$ cat src/hw/rsc_consts.vh
// constants for the run/stop supervisor: register map, fields, reset values
`ifndef RSC_CONSTS_VH
`define RSC_CONSTS_VH

`define RSC_ADDR_W 8
`define RSC_OFF_CTRL 8'h00
`define RSC_OFF_BACKUP 8'h04
`define RSC_OFF_WDT 8'h08
`define RSC_OFF_SCAN 8'h0c
`define RSC_OFF_STATUS 8'h10

`define RSC_CTRL_RELAY 0
`define RSC_CTRL_HOLD 1
`define RSC_CTRL_STOP_EN 2
`define RSC_CTRL_RST_EN 3
`define RSC_CTRL_PWR_EN 4
`define RSC_CTRL_PWR_RUN 5
`define RSC_CTRL_KEEP_ERR_RUN 6
`define RSC_CTRL_WDT_EN 7
`define RSC_CTRL_W 8
`define RSC_CTRL_RESET 8'h80

`define RSC_STAT_RUNNING 0
`define RSC_STAT_PENDING 1
`define RSC_STAT_WDT_TO 2
`define RSC_STAT_KEEP_ERR 3
`define RSC_STAT_STOP_IN 4
`define RSC_STAT_RESET_IN 5

`define RSC_MEM_CLASSES 4
`define RSC_BACKUP_RESET 4'hf
`define RSC_WDT_RESET 32'h000f4240
`define RSC_SCAN_RESET 32'h00000000
`define RSC_STARTUP_CYCLES 2'h3

`endif

$ cat src/hw/rsc_run_stop.v
// run/stop supervisor for the scan engine, with apb register access
//
// The register addresses and the APB register port were left to the implementer.
`timescale 1ns/1ps
`include "rsc_consts.vh"

module rsc_run_stop #(
  parameter NCLS = `RSC_MEM_CLASSES
) (
  input wire mclk,
  input wire nrst,
  input wire psel,
  input wire penable,
  input wire pwrite,
  input wire [`RSC_ADDR_W-1:0] paddr,
  input wire [31:0] pwdata,
  output reg [31:0] prdata,
  output wire pready,
  output wire pslverr,
  input wire power_ok,
  input wire stop_pin,
  input wire reset_pin,
  input wire keep_valid,
  input wire keep_relay,
  input wire scan_done,
  output reg scan_go,
  output reg running,
  output reg periph_halt,
  output reg outputs_clear,
  output reg timer_reset,
  output reg [NCLS-1:0] mem_clear,
  output reg relay_store
);

  // one-hot sequencer states
  localparam ST_BOOT = 3'b001;
  localparam ST_SCAN = 3'b010;
  localparam ST_PAD = 3'b100;

  // two-flop synchronisers, one per pin; only the second flop is read
  localparam NPIN = 5;
  wire [NPIN-1:0] pin_raw;
  wire [NPIN-1:0] sync_b;
  assign pin_raw = {keep_relay, keep_valid, reset_pin, stop_pin, power_ok};
  wire pwr_s = sync_b[0];
  wire stop_s = sync_b[1];
  wire rst_s = sync_b[2];
  wire kvalid_s = sync_b[3];
  wire krelay_s = sync_b[4];

  // reset to 0: power reads absent until two clean samples
  genvar gi;
  generate
    for (gi = 0; gi < NPIN; gi = gi + 1) begin : g_sync
      reg meta;
      reg stable;
      always @(posedge mclk or negedge nrst) begin
        if (!nrst) begin
          meta <= 1'b0;
          stable <= 1'b0;
        end else begin
          meta <= pin_raw[gi];
          stable <= meta;
        end
      end
      assign sync_b[gi] = stable;
    end
  endgenerate

  // registers
  reg [`RSC_CTRL_W-1:0] ctrl;
  reg [NCLS-1:0] backup_keep;
  reg [31:0] wdt_preset;
  reg [31:0] scan_period;
  reg wdt_to;
  reg keep_err;
  reg [2:0] state;
  reg [1:0] boot_cnt;
  reg [31:0] wdt_cnt;
  reg [31:0] period_cnt;

  wire relay = ctrl[`RSC_CTRL_RELAY];
  wire hold_outputs_flag = ctrl[`RSC_CTRL_HOLD];
  wire stop_en = ctrl[`RSC_CTRL_STOP_EN];
  wire rst_en = ctrl[`RSC_CTRL_RST_EN];
  wire pwr_en = ctrl[`RSC_CTRL_PWR_EN];
  wire pwr_run = ctrl[`RSC_CTRL_PWR_RUN];
  wire keep_err_run = ctrl[`RSC_CTRL_KEEP_ERR_RUN];
  wire wdt_en = ctrl[`RSC_CTRL_WDT_EN];

  // apb decode; zero wait states
  wire acc = psel & penable;
  wire wr = acc & pwrite;
  wire hit_ctrl = (paddr == `RSC_OFF_CTRL);
  wire hit_backup = (paddr == `RSC_OFF_BACKUP);
  wire hit_wdt = (paddr == `RSC_OFF_WDT);
  wire hit_scan = (paddr == `RSC_OFF_SCAN);
  wire hit_stat = (paddr == `RSC_OFF_STATUS);
  wire mapped = hit_ctrl | hit_backup | hit_wdt | hit_scan | hit_stat;
  assign pready = 1'b1;
  assign pslverr = psel & penable & ~mapped;

  // stop sources; stop always beats run
  // any one stop source is enough; running needs all of them clear
  reg relay_run;
  reg stop_req;
  reg next_running;
  always @* begin
    if (stop_en)
      relay_run = ~stop_s;
    else
      relay_run = relay;
    stop_req = 1'b0;
    if (!pwr_s)
      stop_req = 1'b1;
    if (wdt_to)
      stop_req = 1'b1;
    if (rst_en && rst_s)
      stop_req = 1'b1;
    if (stop_en && stop_s)
      stop_req = 1'b1;
    if (!stop_en && !relay)
      stop_req = 1'b1;
    next_running = ~stop_req & relay_run;
  end
  wire scan_end = (state == ST_SCAN) & scan_done;
  wire pending = (next_running != running);

  // control register, including the retained relay
  wire boot_load = (state == ST_BOOT) && (boot_cnt == 2'h0);
  always @(posedge mclk or negedge nrst) begin
    if (!nrst) begin
      ctrl <= `RSC_CTRL_RESET;
      keep_err <= 1'b0;
    end else begin
      if (boot_load) begin
        // relay restored once the synchronised store value is stable;
        // a host write to ctrl in this one cycle is lost entirely
        // power-up select beats the store, the store beats keep-error
        keep_err <= ~kvalid_s;
        if (pwr_en)
          ctrl[`RSC_CTRL_RELAY] <= pwr_run;
        else if (kvalid_s)
          ctrl[`RSC_CTRL_RELAY] <= krelay_s;
        else
          ctrl[`RSC_CTRL_RELAY] <= keep_err_run;
      end else if (wr && hit_ctrl) begin
        ctrl <= pwdata[`RSC_CTRL_W-1:0];
      end
    end
  end

  // memory keep mask, one bit per class
  always @(posedge mclk or negedge nrst) begin
    if (!nrst)
      backup_keep <= `RSC_BACKUP_RESET;
    else if (wr && hit_backup)
      backup_keep <= pwdata[NCLS-1:0];
  end

  // watchdog preset in clock cycles
  always @(posedge mclk or negedge nrst) begin
    if (!nrst)
      wdt_preset <= `RSC_WDT_RESET;
    else if (wr && hit_wdt)
      wdt_preset <= pwdata;
  end

  // constant scan period; zero turns padding off
  always @(posedge mclk or negedge nrst) begin
    if (!nrst)
      scan_period <= `RSC_SCAN_RESET;
    else if (wr && hit_scan)
      scan_period <= pwdata;
  end

  // retained store always mirrors the relay
  always @(posedge mclk or negedge nrst) begin
    if (!nrst)
      relay_store <= 1'b0;
    else
      relay_store <= relay;
  end

  // scan sequencer: boot, scan, pad to constant period
  always @(posedge mclk or negedge nrst) begin
    if (!nrst) begin
      state <= ST_BOOT;
      boot_cnt <= `RSC_STARTUP_CYCLES;
      scan_go <= 1'b0;
      period_cnt <= 32'h00000000;
    end else begin
      scan_go <= 1'b0;
      if (period_cnt != 32'hffffffff)
        period_cnt <= period_cnt + 32'h00000001;
      case (state)
        ST_BOOT: begin
          if (boot_cnt != 2'h0) begin
            boot_cnt <= boot_cnt - 2'h1;
          end else begin
            state <= ST_SCAN;
            scan_go <= 1'b1;
            period_cnt <= 32'h00000001;
          end
        end
        ST_SCAN: begin
          if (scan_done)
            state <= ST_PAD;
        end
        ST_PAD: begin
          // zero period: next scan starts right away
          if (period_cnt >= scan_period) begin
            state <= ST_SCAN;
            scan_go <= 1'b1;
            period_cnt <= 32'h00000001;
          end
        end
        default: begin
          state <= ST_BOOT;
        end
      endcase
    end
  end

  // watchdog counts only inside a scan; a hung scan never reaches its end
  // the counter saturates rather than wraps, so a stuck scan stays caught
  wire wdt_hit = wdt_en & (state == ST_SCAN) & ~scan_done
    & (wdt_cnt >= wdt_preset);
  wire wdt_clr = wr & hit_stat & pwdata[`RSC_STAT_WDT_TO];
  always @(posedge mclk or negedge nrst) begin
    if (!nrst) begin
      wdt_cnt <= 32'h00000000;
      wdt_to <= 1'b0;
    end else begin
      if (state != ST_SCAN || scan_done)
        wdt_cnt <= 32'h00000000;
      else if (wdt_cnt != 32'hffffffff)
        wdt_cnt <= wdt_cnt + 32'h00000001;
      // set beats a clear in the same cycle
      if (wdt_hit)
        wdt_to <= 1'b1;
      else if (wdt_clr)
        wdt_to <= 1'b0;
    end
  end

  // run state and the side effects at end of scan; outputs_clear also follows the hold flag while stopped
  reg next_run_state;
  reg next_periph_halt;
  reg next_outputs_clear;
  reg next_timer_reset;
  reg [NCLS-1:0] next_mem_clear;
  always @* begin
    // stop sources were merged above; only the commit happens here
    next_run_state = running;
    next_periph_halt = periph_halt;
    next_outputs_clear = outputs_clear;
    next_timer_reset = 1'b0;
    next_mem_clear = {NCLS{1'b0}};
    if (scan_end) begin
      next_run_state = next_running;
      next_periph_halt = ~next_running;
      next_outputs_clear = ~next_running & ~hold_outputs_flag;
      if (running && !next_running)
        next_timer_reset = 1'b1;
      if (!running && next_running)
        next_mem_clear = ~backup_keep;
      // reset input wins over the keep mask
      if (rst_en && rst_s)
        next_mem_clear = {NCLS{1'b1}};
    end else if (!running) begin
      // flag may change while stopped
      next_outputs_clear = ~hold_outputs_flag;
    end
  end

  // every side-effect output leaves a flop
  always @(posedge mclk or negedge nrst) begin
    if (!nrst) begin
      running <= 1'b0;
      periph_halt <= 1'b1;
      outputs_clear <= 1'b1;
      timer_reset <= 1'b0;
      mem_clear <= {NCLS{1'b0}};
    end else begin
      running <= next_run_state;
      periph_halt <= next_periph_halt;
      outputs_clear <= next_outputs_clear;
      timer_reset <= next_timer_reset;
      mem_clear <= next_mem_clear;
    end
  end

  // read mux; unmapped reads give zero
  reg [31:0] rd_word;
  always @* begin
    rd_word = 32'h00000000;
    if (hit_ctrl)
      rd_word[`RSC_CTRL_W-1:0] = ctrl;
    else if (hit_backup)
      rd_word[NCLS-1:0] = backup_keep;
    else if (hit_wdt)
      rd_word = wdt_preset;
    else if (hit_scan)
      rd_word = scan_period;
    else if (hit_stat) begin
      rd_word[`RSC_STAT_RUNNING] = running;
      rd_word[`RSC_STAT_PENDING] = pending;
      rd_word[`RSC_STAT_WDT_TO] = wdt_to;
      rd_word[`RSC_STAT_KEEP_ERR] = keep_err;
      rd_word[`RSC_STAT_STOP_IN] = stop_s;
      rd_word[`RSC_STAT_RESET_IN] = rst_s;
    end
  end

  // read data leaves a flop: captured in the setup cycle so the zero-wait
  // access phase shows a settled word; status is thus one cycle old
  always @(posedge mclk or negedge nrst) begin
    if (!nrst)
      prdata <= 32'h00000000;
    else if (psel && !penable)
      prdata <= rd_word;
  end

endmodule // rsc_run_stop

$ cat config.mk
export PLATFORM = sky130hd
export DESIGN_NAME = rsc_run_stop
export DESIGN_NICKNAME = d
export VERILOG_FILES = /design/src/hw/rsc_run_stop.v
export VERILOG_INCLUDE_DIRS = /design/src /design/src/hw
export SDC_FILE = /design/constraint.sdc
export NUM_CORES = 1
export LEC_CHECK = 0
export BUFFER_PORTS_ARGS = -buffer_cell sky130_fd_sc_hd__buf_2
export CAP_MARGIN = 15
export CORE_UTILIZATION = 50
export CTS_CLUSTER_DIAMETER = 30
export DETAILED_ROUTE_END_ITERATION = 8
export PLACE_DENSITY_LB_ADDON = 0.3
export SLEW_MARGIN = 30
export SYNTH_ARGS = -nofsm -noshare
export SYNTH_HDL_FRONTEND = slang
export SYNTH_SLANG_ARGS = --single-unit
$ cat constraint.sdc
create_clock -name mclk -period 5 [get_ports mclk]
set_input_delay 0.25 -clock mclk [delete_from_list [all_inputs] [get_ports mclk]]
set_output_delay 0.25 -clock mclk [all_outputs]
set_load 0.01 [all_outputs]
==> results of run 1 <==
## power by group through the flow
stage                     combinational [uW]  sequential [uW]  clock [uW]
after floorplan                          254             1770           0
after global placement                   418             1780           0
after detailed placement                 428             1780           0
after CTS                                434             1750        1360
after global routing                     488             1760        1420
final                                    433             1750        1340
## flip-flops by register name, indices dropped and copies added, names as in the netlist, 5 cells and up
register	flops
period_cnt	32
prdata	32
scan_period	32
wdt_cnt	32
wdt_preset	32
ctrl	8
g_sync.meta	5
g_sync.stable	5
## cell type report
type	count	share of cell area, %
clock buffers	22	4.038
clock inverters	10	0.8309
inverters	84	2.685
multi-input cells	729	41.69
flip-flops and latches	199	42.58
well taps	270	2.876
repair buffers	108	5.305
## path summary, 6_finish.rpt
path                           startpoint               end  slack (ps)
setup / recovery           period_cnt[30]          state[1]        1730
hold / removal                 pwdata[26]    wdt_preset[26]          30
setup reg to reg           period_cnt[30]          state[1]        1730
hold reg to reg            g_sync[3].meta  g_sync[3].stable         350
max in group asynchronous            nrst    period_cnt[31]        3590
min in group asynchronous            nrst  g_sync[3].stable         320
## routing by layer
layer  routed length (um)  GRT usage [%]  share of wire [%]  up-vias
li1                     -              -                  -     3835
met1                11570          34.24                 47     3868
met2                11820          37.74                 48      162
met3                  884          4.063                3.6       32
met4                  386          6.615                1.6        0
met5                    0              0                  0        -
## worst register-to-register path, cell delays in order, from the launching register on
cell and delay (ps):
dfrtp_1 470, ha_1 350, nand4_1 170, nor4_1 600, o211ai_1 230, a31oi_1 350
o21a_1 530, buf_4 350, nand2b_1 140
## cell usage in the layout (no fill, tap or decap), types with 10 or more instances in the layout
master       n
clkbuf_16   17
a22oi_1     25
o21ai_0     83
nand2_1    121
xor2_1      21
nand2b_1    10
dfstp_2     17
nor2_1      92
mux2_2      44
ha_1        69
nand4_1     23
inv_1       84
xnor2_1     25
nor3_1      14
a21oi_1     45
buf_2       92
nand3_1     29
mux2i_1     10
dfrtp_1    182
a31oi_1     10
## metrics by stage
stage               utilization (%)  hold slack [ps]
global route                  57.86            29.72
floorplan                         -           -45.59
detailed placement            54.60            336.3
CTS                           57.67            1.173
finish                        57.86            29.51
global placement              54.60            331.8
## kinds of logic after synthesis
| family | count (synthesis) | synth area share [%] |
|---|---|---|
| other | 1 | 0.03604 |
| AOI/OAI and AO/OA | 203 | 11.77 |
| xor gates and xnor gates | 46 | 3.872 |
| muxes | 56 | 5.940 |
| and+or+nand+nor | 354 | 16.95 |
| DFF | 199 | 48.06 |
| adders and majority gates | 69 | 8.296 |
| buffers and inverters | 125 | 5.074 |
==> out/results.tsv, run 1 <==
metric	value	unit
status	finished, final reports clean	
first-pass GRT wire length	40320	um
Worst VDD drop	0.2436	mV
endpoints failing hold	0	
Worst-Skew Late Latency	440	ps
clk root buf	clkbuf_16	
crit end category	flop	
io pins	95	
Cells after Synth	1053	
Area Growth Syn to Fin	12.87	%
P_sw	961.7	uW
CTS tree	done	
syn avg cell area	9.882	um^2
area leader, netlist	dfrtp_1	
power consumption	3525	uW
Setup TNS Final	0	ps
Worst Tran Pin Value	916.6	ps
top post-synthesis cells by area	dfrtp_1 (44%), ha_1 (8.3%), mux2_2 (4.8%)	
Max-slew headroom	38.77	%
Detailed Routing Iterations Pass 1	5	
Data required, critical path	5350	ps
largest net degree at the start of global routing	122	
Clk pwr share	38.0	%
sequential cell area fraction in the yosys report	48.06	%
antenna cells	0	
clock-pin transition on the worst setup and hold timing paths	70	ps
DRT Wirelength	24660	um
Buf+Inv Stages, Crit Path	1	
Clock Path Buffers	2	
DIE AREA	21390	um^2
Slowest cell on crit path	nor4_1	
RSZ-0062 raised after global routing	no	
count leader, synth	dfrtp_1	
static leakage	0.005516	uW
worst path cell trace	ha_1 -> nand4_1 -> nor4_1 -> o211ai_1 -> a31oi_1 -> o21a_1 -> buf_4 -> nand2b_1	
CP max FO	20	
hold depth	3	
Initial DRC Count	544	
total core area	20300	um^2
cell area after synthesis	10410	um^2
Num Clock Sinks	199	
number of buffers created by CTS	17	
Post-synth ARST share	100.0	%
Slew Limit Fails	0	
Final WS setup	1727	ps
Initial Util	51.26	%
Post-synth EDFFs	0	
fin crit period	3273	ps
non-filler cells, final	1422	
layout cells sized above 1	18.58	%
CTS Hold Bufs	5	
DP Area	11080	um^2
WS Path Type	reg2reg	
Commonest cells post-synth	dfrtp_1 (182), nand2_1 (121), nor2_1 (92), inv_1 (84), o21ai_0 (83)	
fmax	305.6	MHz
Synth cell types	66	
detailed-route via count	7897	
Register-to-Register Path Depth	8	
clock skew	8.687	ps
combinational share of power	12.3	%
H-tree levels	4	
FF+latch area	5001	um^2
post-placement cell count	1383	
Setup Buffers After CTS	0	
ys flop type	dfrtp_1	
max-cap violations	0	
share of total power in sequential cells	49.7	%
Critical Path AT	3620	ps
final setup fails	0	
dpl ws	1763	ps
sw frac	27.29	%
PD cells	300.1	nW/um^2
post-detailed-route DRC marker count	0	
post-route cell area	11750	um^2
slowest stage delay, CP	600	ps
Levels on crit path	8	
Setup crit start kind	flop	
FILL cells	1777	
Synthesized Nets	1173	
WL/cell	17.34	um
Yosys reg bits	199	
ANT nets after route	0	
GP Congestion	0.8393	
Detail Placement HPWL	17710	um
Final period util	65.45	%
number of buffers added on ports	93	
yosys warns	0	
Global Route Usage Sum	23.98	%
num rows	52	
Top delay family on crit path	compound AO/OA/AOI/OAI gates	
Pint	2563	uW
die height	146.3	um
antenna violations before repair	0	
Resized Gates After CTS	0	
Remaining Overflow, GRT	0	
post-synth top area share	43.77	%
NumNets Final	1259	
Hold Path Class	in2reg	
Die X-Extent	146.3	um
multi-input combinational cell area	4896	um^2
vias in the first global route	7739	
post-DR vias/cell	5.553	
No activity file was read; power rests on OpenSTA's default activity.
==> run 2: changes to the inputs <==
--- a/config.mk
+++ b/config.mk
@@ -6,6 +6,7 @@
 export SDC_FILE = /design/constraint.sdc
 export NUM_CORES = 1
 export LEC_CHECK = 0
+export ABC_AREA = 1
 export BUFFER_PORTS_ARGS = -buffer_cell sky130_fd_sc_hd__buf_2
 export CAP_MARGIN = 15
 export CORE_UTILIZATION = 50
==> constraint.sdc (replaced) <==
create_clock -name mclk -period 3.1 [get_ports mclk]
set_input_delay 0.155 -clock mclk [delete_from_list [all_inputs] [get_ports mclk]]
set_output_delay 0.155 -clock mclk [all_outputs]
set_load 0.01 [all_outputs]
==> out/results.tsv, run 2 <==
metric	value	unit	change
count leader, synth	nand2_1		was dfrtp_1
Initial DRC Count	846		was 544
post-placement cell count	1956		was 1383
cell area after synthesis	11850	um^2	was 10410 um^2
Max-slew headroom	40.60	%	was 38.77%
Worst-Skew Late Latency	450	ps	was 440 ps
fin crit period	2548	ps	was 3273 ps
antenna cells	0		unchanged
Slowest cell on crit path	nand2_1		was nor4_1
Top delay family on crit path	simple AND/OR/NAND/NOR gates		was compound AO/OA/AOI/OAI gates
Clk pwr share	35.5	%	was 38.0%
Data required, critical path	3430	ps	was 5350 ps
Worst Tran Pin Value	888.8	ps	was 916.6 ps
Hold Path Class	in2reg		unchanged
DRT Wirelength	32490	um	was 24660 um
largest family of logic cells by synthesized area	simple AND/OR/NAND/NOR gates		unchanged
Setup crit start kind	flop		unchanged
H-tree levels	4		unchanged
RSZ-0062 raised after global routing	no		unchanged
number of buffers added on ports	93		unchanged
P_sw	2127	uW	was 961.7 uW
Synth cell types	47		was 66
number of buffers created by CTS	17		unchanged
Area Growth Syn to Fin	12.67	%	was 12.87%
xor/xnor cell area share of the yosys netlist	1.330	%	was 3.872%
sw frac	33.77	%	was 27.29%
vias in the first global route	10320		was 7739
Detail Placement HPWL	24030	um	was 17710 um
Remaining Overflow, GRT	0		unchanged
Final period util	82.20	%	was 65.45%
layout cells sized above 1	12.41	%	was 18.58%
Worst VDD drop	0.3139	mV	was 0.2436 mV
detailed-route via count	10870		was 7897
Critical Path AT	2880	ps	was 3620 ps
post-detailed-route DRC marker count	0		unchanged
NumNets Final	1799		was 1259
Post-synth ARST share	100.0	%	unchanged
post-synth top area share	38.42	%	was 43.77%
static leakage	0.006754	uW	was 0.005516 uW
Buf+Inv Stages, Crit Path	1		unchanged
Synth Area in Compound Gates	9.109	%	was 11.77%
Die X-Extent	156.0	um	was 146.3 um
syn avg cell area	7.474	um^2	was 9.882 um^2
multi-input combinational cell area	5848	um^2	was 4896 um^2
endpoints failing hold	0		unchanged
Clock Path Buffers	2		unchanged
crit end category	flop		unchanged
area leader, netlist	dfrtp_1		unchanged
most frequent cells in the layout	nand2_1 (499), inv_1 (190), dfrtp_1 (182)		was dfrtp_1 (182), nand2_1 (121), nor2_1 (92), buf_2 (92), inv_1 (84)
ANT nets after route	0		unchanged
ys flop type	dfrtp_1		unchanged
WL/cell	16.20	um	was 17.34 um
Detailed Routing Iterations Pass 1	5		unchanged
antenna violations before repair	0		unchanged
Synthesized Nets	1706		was 1173
io pins	95		unchanged
post-route cell area	13360	um^2	was 11750 um^2
total core area	22920	um^2	was 20300 um^2
largest net degree at the start of global routing	76		was 122
FF+latch area	5001	um^2	unchanged
Resized Gates After CTS	0		unchanged
CTS Hold Bufs	17		was 5
Post-Synth Adder-Cell Area	7.283	%	was 8.296%
Commonest cells post-synth	nand2_1 (499), inv_1 (190), dfrtp_1 (182), nor2_1 (121), nand3_1 (120)		was dfrtp_1 (182), nand2_1 (121), nor2_1 (92), inv_1 (84), o21ai_0 (83)
WS Path Type	reg2reg		unchanged
first-pass GRT wire length	52920	um	was 40320 um
most common cell after layout, fill and taps aside	nand2_1		was dfrtp_1
clock-pin transition on the worst setup and hold timing paths	80	ps	was 70 ps
GP Congestion	0.9385		was 0.8393
Yosys reg bits	199		unchanged
post-DR vias/cell	5.420		was 5.553
PD cells	471.6	nW/um^2	was 300.1 nW/um^2
num rows	55		was 52
post-synthesis mux area share	0	%	was 5.940%
status	finished, final reports clean		unchanged
DIE AREA	24330	um^2	was 21390 um^2
Global Route Usage Sum	27.95	%	was 23.98%
Setup TNS Final	0	ps	unchanged
CP max FO	25		was 20
Setup Buffers After CTS	0		unchanged
Cells after Synth	1586		was 1053
Slew Limit Fails	0		unchanged
final setup fails	0		unchanged
fmax	392.4	MHz	was 305.6 MHz
FILL cells	2121		was 1777
top post-synthesis cells by area	dfrtp_1 (38%), nand2_1 (16%), ha_1 (7.3%)		was dfrtp_1 (44%), ha_1 (8.3%), mux2_2 (4.8%)
Num Clock Sinks	199		unchanged
sequential cell area fraction in the yosys report	42.19	%	was 48.06%
clk root buf	clkbuf_16		unchanged
Pint	4172	uW	was 2563 uW
die height	156.0	um	was 146.3 um
share of total power in sequential cells	45.1	%	was 49.7%
yosys warns	0		unchanged
worst path cell trace	ha_1 -> nand2_1 -> nor2_1 -> nand4_1 -> nor2_1 -> nand2_1 -> buf_4 -> nand4_1 -> nand3_1		was ha_1 -> nand4_1 -> nor4_1 -> o211ai_1 -> a31oi_1 -> o21a_1 -> buf_4 -> nand2b_1
Initial Util	51.73	%	was 51.26%
max-cap violations	0		unchanged
clock skew	17.01	ps	was 8.687 ps
combinational share of power	19.4	%	was 12.3%
DP Area	12590	um^2	was 11080 um^2
CTS tree	done		unchanged
non-filler cells, final	2005		was 1422
Synth Area in Simple Gates	31.40	%	was 16.95%
slowest stage delay, CP	550	ps	was 600 ps
Post-synth EDFFs	0		unchanged
==> run 2: changes by cell type in the layout (fill, tap and decap cells not counted), moves of 13 or more <==
cell | before | now
nand2_1 | 121 | 499
inv_1 | 84 | 190
nand3_1 | 29 | 120
mux2_2 | 44 | 0
o21ai_1 | 3 | 40
nor2_1 | 92 | 119
a22oi_1 | 25 | 0
o22ai_1 | 2 | 26
nand4_1 | 23 | 45
o21ai_0 | 83 | 61
xnor2_1 | 25 | 10
xor2_1 | 21 | 8
==> run 2: logic make-up (layout without fill, tap and decap cells) <==
| logic type | Yosys count | count (layout) |
|---|---|---|
| and+or+nand+nor | 853 | 853 |
| buffers and inverters | 250 | 356 |
| DFF | 199 | 199 |
| AOI/OAI and AO/OA | 196 | 196 |
| adders and majority gates | 69 | 69 |
| xor gates and xnor gates | 18 | 18 |
| other | 1 | 1 |
==> run 2: power by group through the flow <==
stage | Clock (uW) | Sequential (uW) | Combinational, uW
floorplan | 0 | 2870 | 763
global placement | 0 | 2880 | 1180
detailed placement | 0 | 2890 | 1200
CTS | 2260 | 2840 | 1220
global route | 2380 | 2860 | 1350
finish | 2240 | 2840 | 1220
==> run 2: final timing paths <==
check	depth (start not counted)	end	start	slack, ps
min in group asynchronous	2	mem_clear[1]	nrst	260
hold / removal	3	scan_period[23]	pwdata[23]	9
hold reg to reg	0	g_sync[1].stable	g_sync[1].meta	350
setup reg to reg	9	period_cnt[30]	period_cnt[23]	550
setup / recovery	9	period_cnt[30]	period_cnt[23]	550
max in group asynchronous	3	wdt_preset[14]	nrst	1890
==> run 2: worst min-delay path: cells and delay by family <==
family	cells	cell delay, ps
AOI/OAI and AO/OA	1	80
buffers and inverters	2	180
==> run 2: routing by layer <==
metal / vias up / track usage [%] / part of all wire (%)
met3: 60 / 4.194 / 6.5
met5: - / 0 / 0
li1: 5325 / - / -
met2: 372 / 44.28 / 46
met1: 5110 / 38.93 / 44
met4: 0 / 9.711 / 2.8
==> run 2: cell type report <==
class,count,area share (%)
tap,313,2.932
inverter,197,5.537
multi-input combinational,1137,43.79
timing repair buffer,127,5.874
clock inverter,14,1.134
sequential,199,37.45
clock buffer,18,3.288
==> run 2: per-stage QoR <==
stage	hold slack, ps	util (%)	worst slack, ps	total power (uW)
global route	4.625	58.28	364.8	6587
global placement	221.9	54.96	695.5	4067
CTS	0.4101	58.28	612.4	6316
floorplan	-140.6	-	1305	3630
finish	9.439	58.28	551.8	6298
detailed placement	227.6	54.96	648.6	4086
==> run 3: changes to the inputs <==
==> constraint.sdc (replaced) <==
create_clock -name mclk -period 2.2 [get_ports mclk]
set_input_delay 0.11 -clock mclk [delete_from_list [all_inputs] [get_ports mclk]]
set_output_delay 0.11 -clock mclk [all_outputs]
set_load 0.01 [all_outputs]
==> out/results.tsv, run 3 (synthesis results as in run 2) <==
metric	value	unit	change
number of buffers created by CTS	17		unchanged
power consumption	8898	uW	was 6298 uW
combinational share of power	20.9	%	was 19.4%
io pins	95		unchanged
Resized Gates After CTS	0		unchanged
RSZ-0062 raised after global routing	no		unchanged
Slew Limit Fails	0		unchanged
fin crit period	2073	ps	was 2548 ps
GP Congestion	0.9720		was 0.9385
clk root buf	clkbuf_16		unchanged
most frequent cells in the layout	nand2_1 (499), inv_1 (190), dfrtp_1 (182)		unchanged
H-tree levels	4		unchanged
Hold Path Class	in2reg		unchanged
NumNets Final	1835		was 1799
clock skew	17.08	ps	was 17.01 ps
Register-to-Register Path Depth	9		unchanged
RR Startpoint	period_cnt[18]		was period_cnt[23]
Final period util	94.24	%	was 82.20%
Initial Util	51.73	%	unchanged
Die X-Extent	156.0	um	unchanged
P_sw	2947	uW	was 2127 uW
Detailed Routing Iterations Pass 1	6		was 5
post-detailed-route DRC marker count	0		unchanged
Reg2Reg Capture Point	period_cnt[8]		was period_cnt[30]
Remaining Overflow, GRT	0		unchanged
share of total power in sequential cells	45.0	%	was 45.1%
Detail Placement HPWL	24250	um	was 24030 um
antenna cells	0		unchanged
vias in the first global route	10470		was 10320
layout cells sized above 1	13.08	%	was 12.41%
CP max FO	26		was 25
largest net degree at the start of global routing	75		was 76
CTS Hold Bufs	35		was 17
most common cell after layout, fill and taps aside	nand2_1		unchanged
post-DR vias/cell	5.402		was 5.420
fmax	482.3	MHz	was 392.4 MHz
number of buffers added on ports	93		unchanged
Global Route Usage Sum	28.23	%	was 27.95%
final setup fails	0		unchanged
die height	156.0	um	unchanged
Max-slew headroom	56.62	%	was 40.60%
antenna violations before repair	0		unchanged
static leakage	0.006913	uW	was 0.006754 uW
Setup Buffers After CTS	0		unchanged
Clk pwr share	34.1	%	was 35.5%
Data required, critical path	2580	ps	was 3430 ps
hold slack	26.94	ps	was 9.439 ps
Critical Path AT	2450	ps	was 2880 ps
total core area	22920	um^2	unchanged
Initial DRC Count	823		was 846
flop2flop setup slack	130	ps	was 550 ps
dpl ws	205.9	ps	was 648.6 ps
ANT nets after route	0		unchanged
clock-pin transition on the worst setup and hold timing paths	80	ps	about the same
max-cap violations	0		unchanged
DIE AREA	24330	um^2	unchanged
crit end category	flop		unchanged
detailed-route via count	11030		was 10870
endpoints failing hold	0		unchanged
first-pass GRT wire length	53650	um	was 52920 um
hold endpoint	wdt_to		was scan_period[23]
Setup TNS Final	0	ps	unchanged
HP Start	scan_done		was pwdata[23]
Worst Tran Pin Value	650.7	ps	was 888.8 ps
Area Growth Syn to Fin	15.40	%	was 12.67%
num rows	55		unchanged
WL/cell	16.08	um	was 16.20 um
hold depth	4		was 3
PD cells	650.5	nW/um^2	was 471.6 nW/um^2
Pint	5951	uW	was 4172 uW
Worst VDD drop	0.5832	mV	was 0.3139 mV
Clock Path Buffers	2		unchanged
DRT Wirelength	32810	um	was 32490 um
sw frac	33.12	%	was 33.77%
status	finished, final reports clean		unchanged
Final WS setup	126.6	ps	was 551.8 ps
WS Path Type	reg2reg		unchanged
CTS tree	done		unchanged
Worst-Skew Late Latency	450	ps	about the same
Setup crit start kind	flop		unchanged
Num Clock Sinks	199		unchanged
## run 3: cell count changes in the layout (fill, tap and decap cells not counted), moves of 3 or more
cell	delta
clkinv_4	+3
inv_6	-3
buf_12	+3
buf_4	+15
dlygate4sd3_1	+18
## run 3: layout make-up
type,instances,area (um^2)
fill,2083,9236
multi-input combinational,1137,5848
sequential,199,5001
timing repair buffer,163,1137
inverter,197,739.5
clock buffer,20,446.7
tap,313,391.6
clock inverter,12,115.1
## run 3: per-layer routing
metal | vias to the layer above | wire (um) | GRT usage [%]
met5 | - | 0 | 0
met4 | 0 | 822 | 9.057
met3 | 73 | 1975 | 4.361
met2 | 374 | 15430 | 45.54
met1 | 5182 | 14590 | 38.87
li1 | 5397 | - | -
## run 3: power groups by stage
| stage | combinational, uW | sequential, uW | clock [uW] |
|---|---|---|---|
| 2_1_floorplan | 1070 | 4040 | 0 |
| 3_3_place_gp | 1770 | 4070 | 0 |
| 3_5_place_dp | 1800 | 4070 | 0 |
| 4_1_cts | 1860 | 4000 | 3050 |
| 5_1_grt | 2070 | 4030 | 3230 |
| 6_report | 1860 | 4000 | 3030 |
## run 3: critical path, stage by stage (launching register included)
cell and delay, ps:
dfrtp_1 500, nand2_1 120, nor2_1 170, nand2_1 90, nor2_1 270, nand2_4 280, buf_4 250, nand2_1 100
nand4_1 100, nand3_1 110
## run 3: worst max-delay path by stage
stage,start,to,cells past startpoint
finish,period_cnt[18],period_cnt[8],9
global route,scan_period[5],period_cnt[23],12
CTS,state[2],wdt_cnt[2],6
detailed placement,period_cnt[18],period_cnt[8],9
global placement,state[2],wdt_cnt[14],6
floorplan,period_cnt[23],period_cnt[11],8
## run 3: per-stage QoR
step                      utilization, %  instances  cell area, um^2
final                              59.69       2041            13680
after global routing               59.69       2041            13680
after CTS                          59.69       2041            13680
after detailed placement           55.71       1974            12770
after global placement             55.71       1974            12770
after floorplan                        -       1586            11850
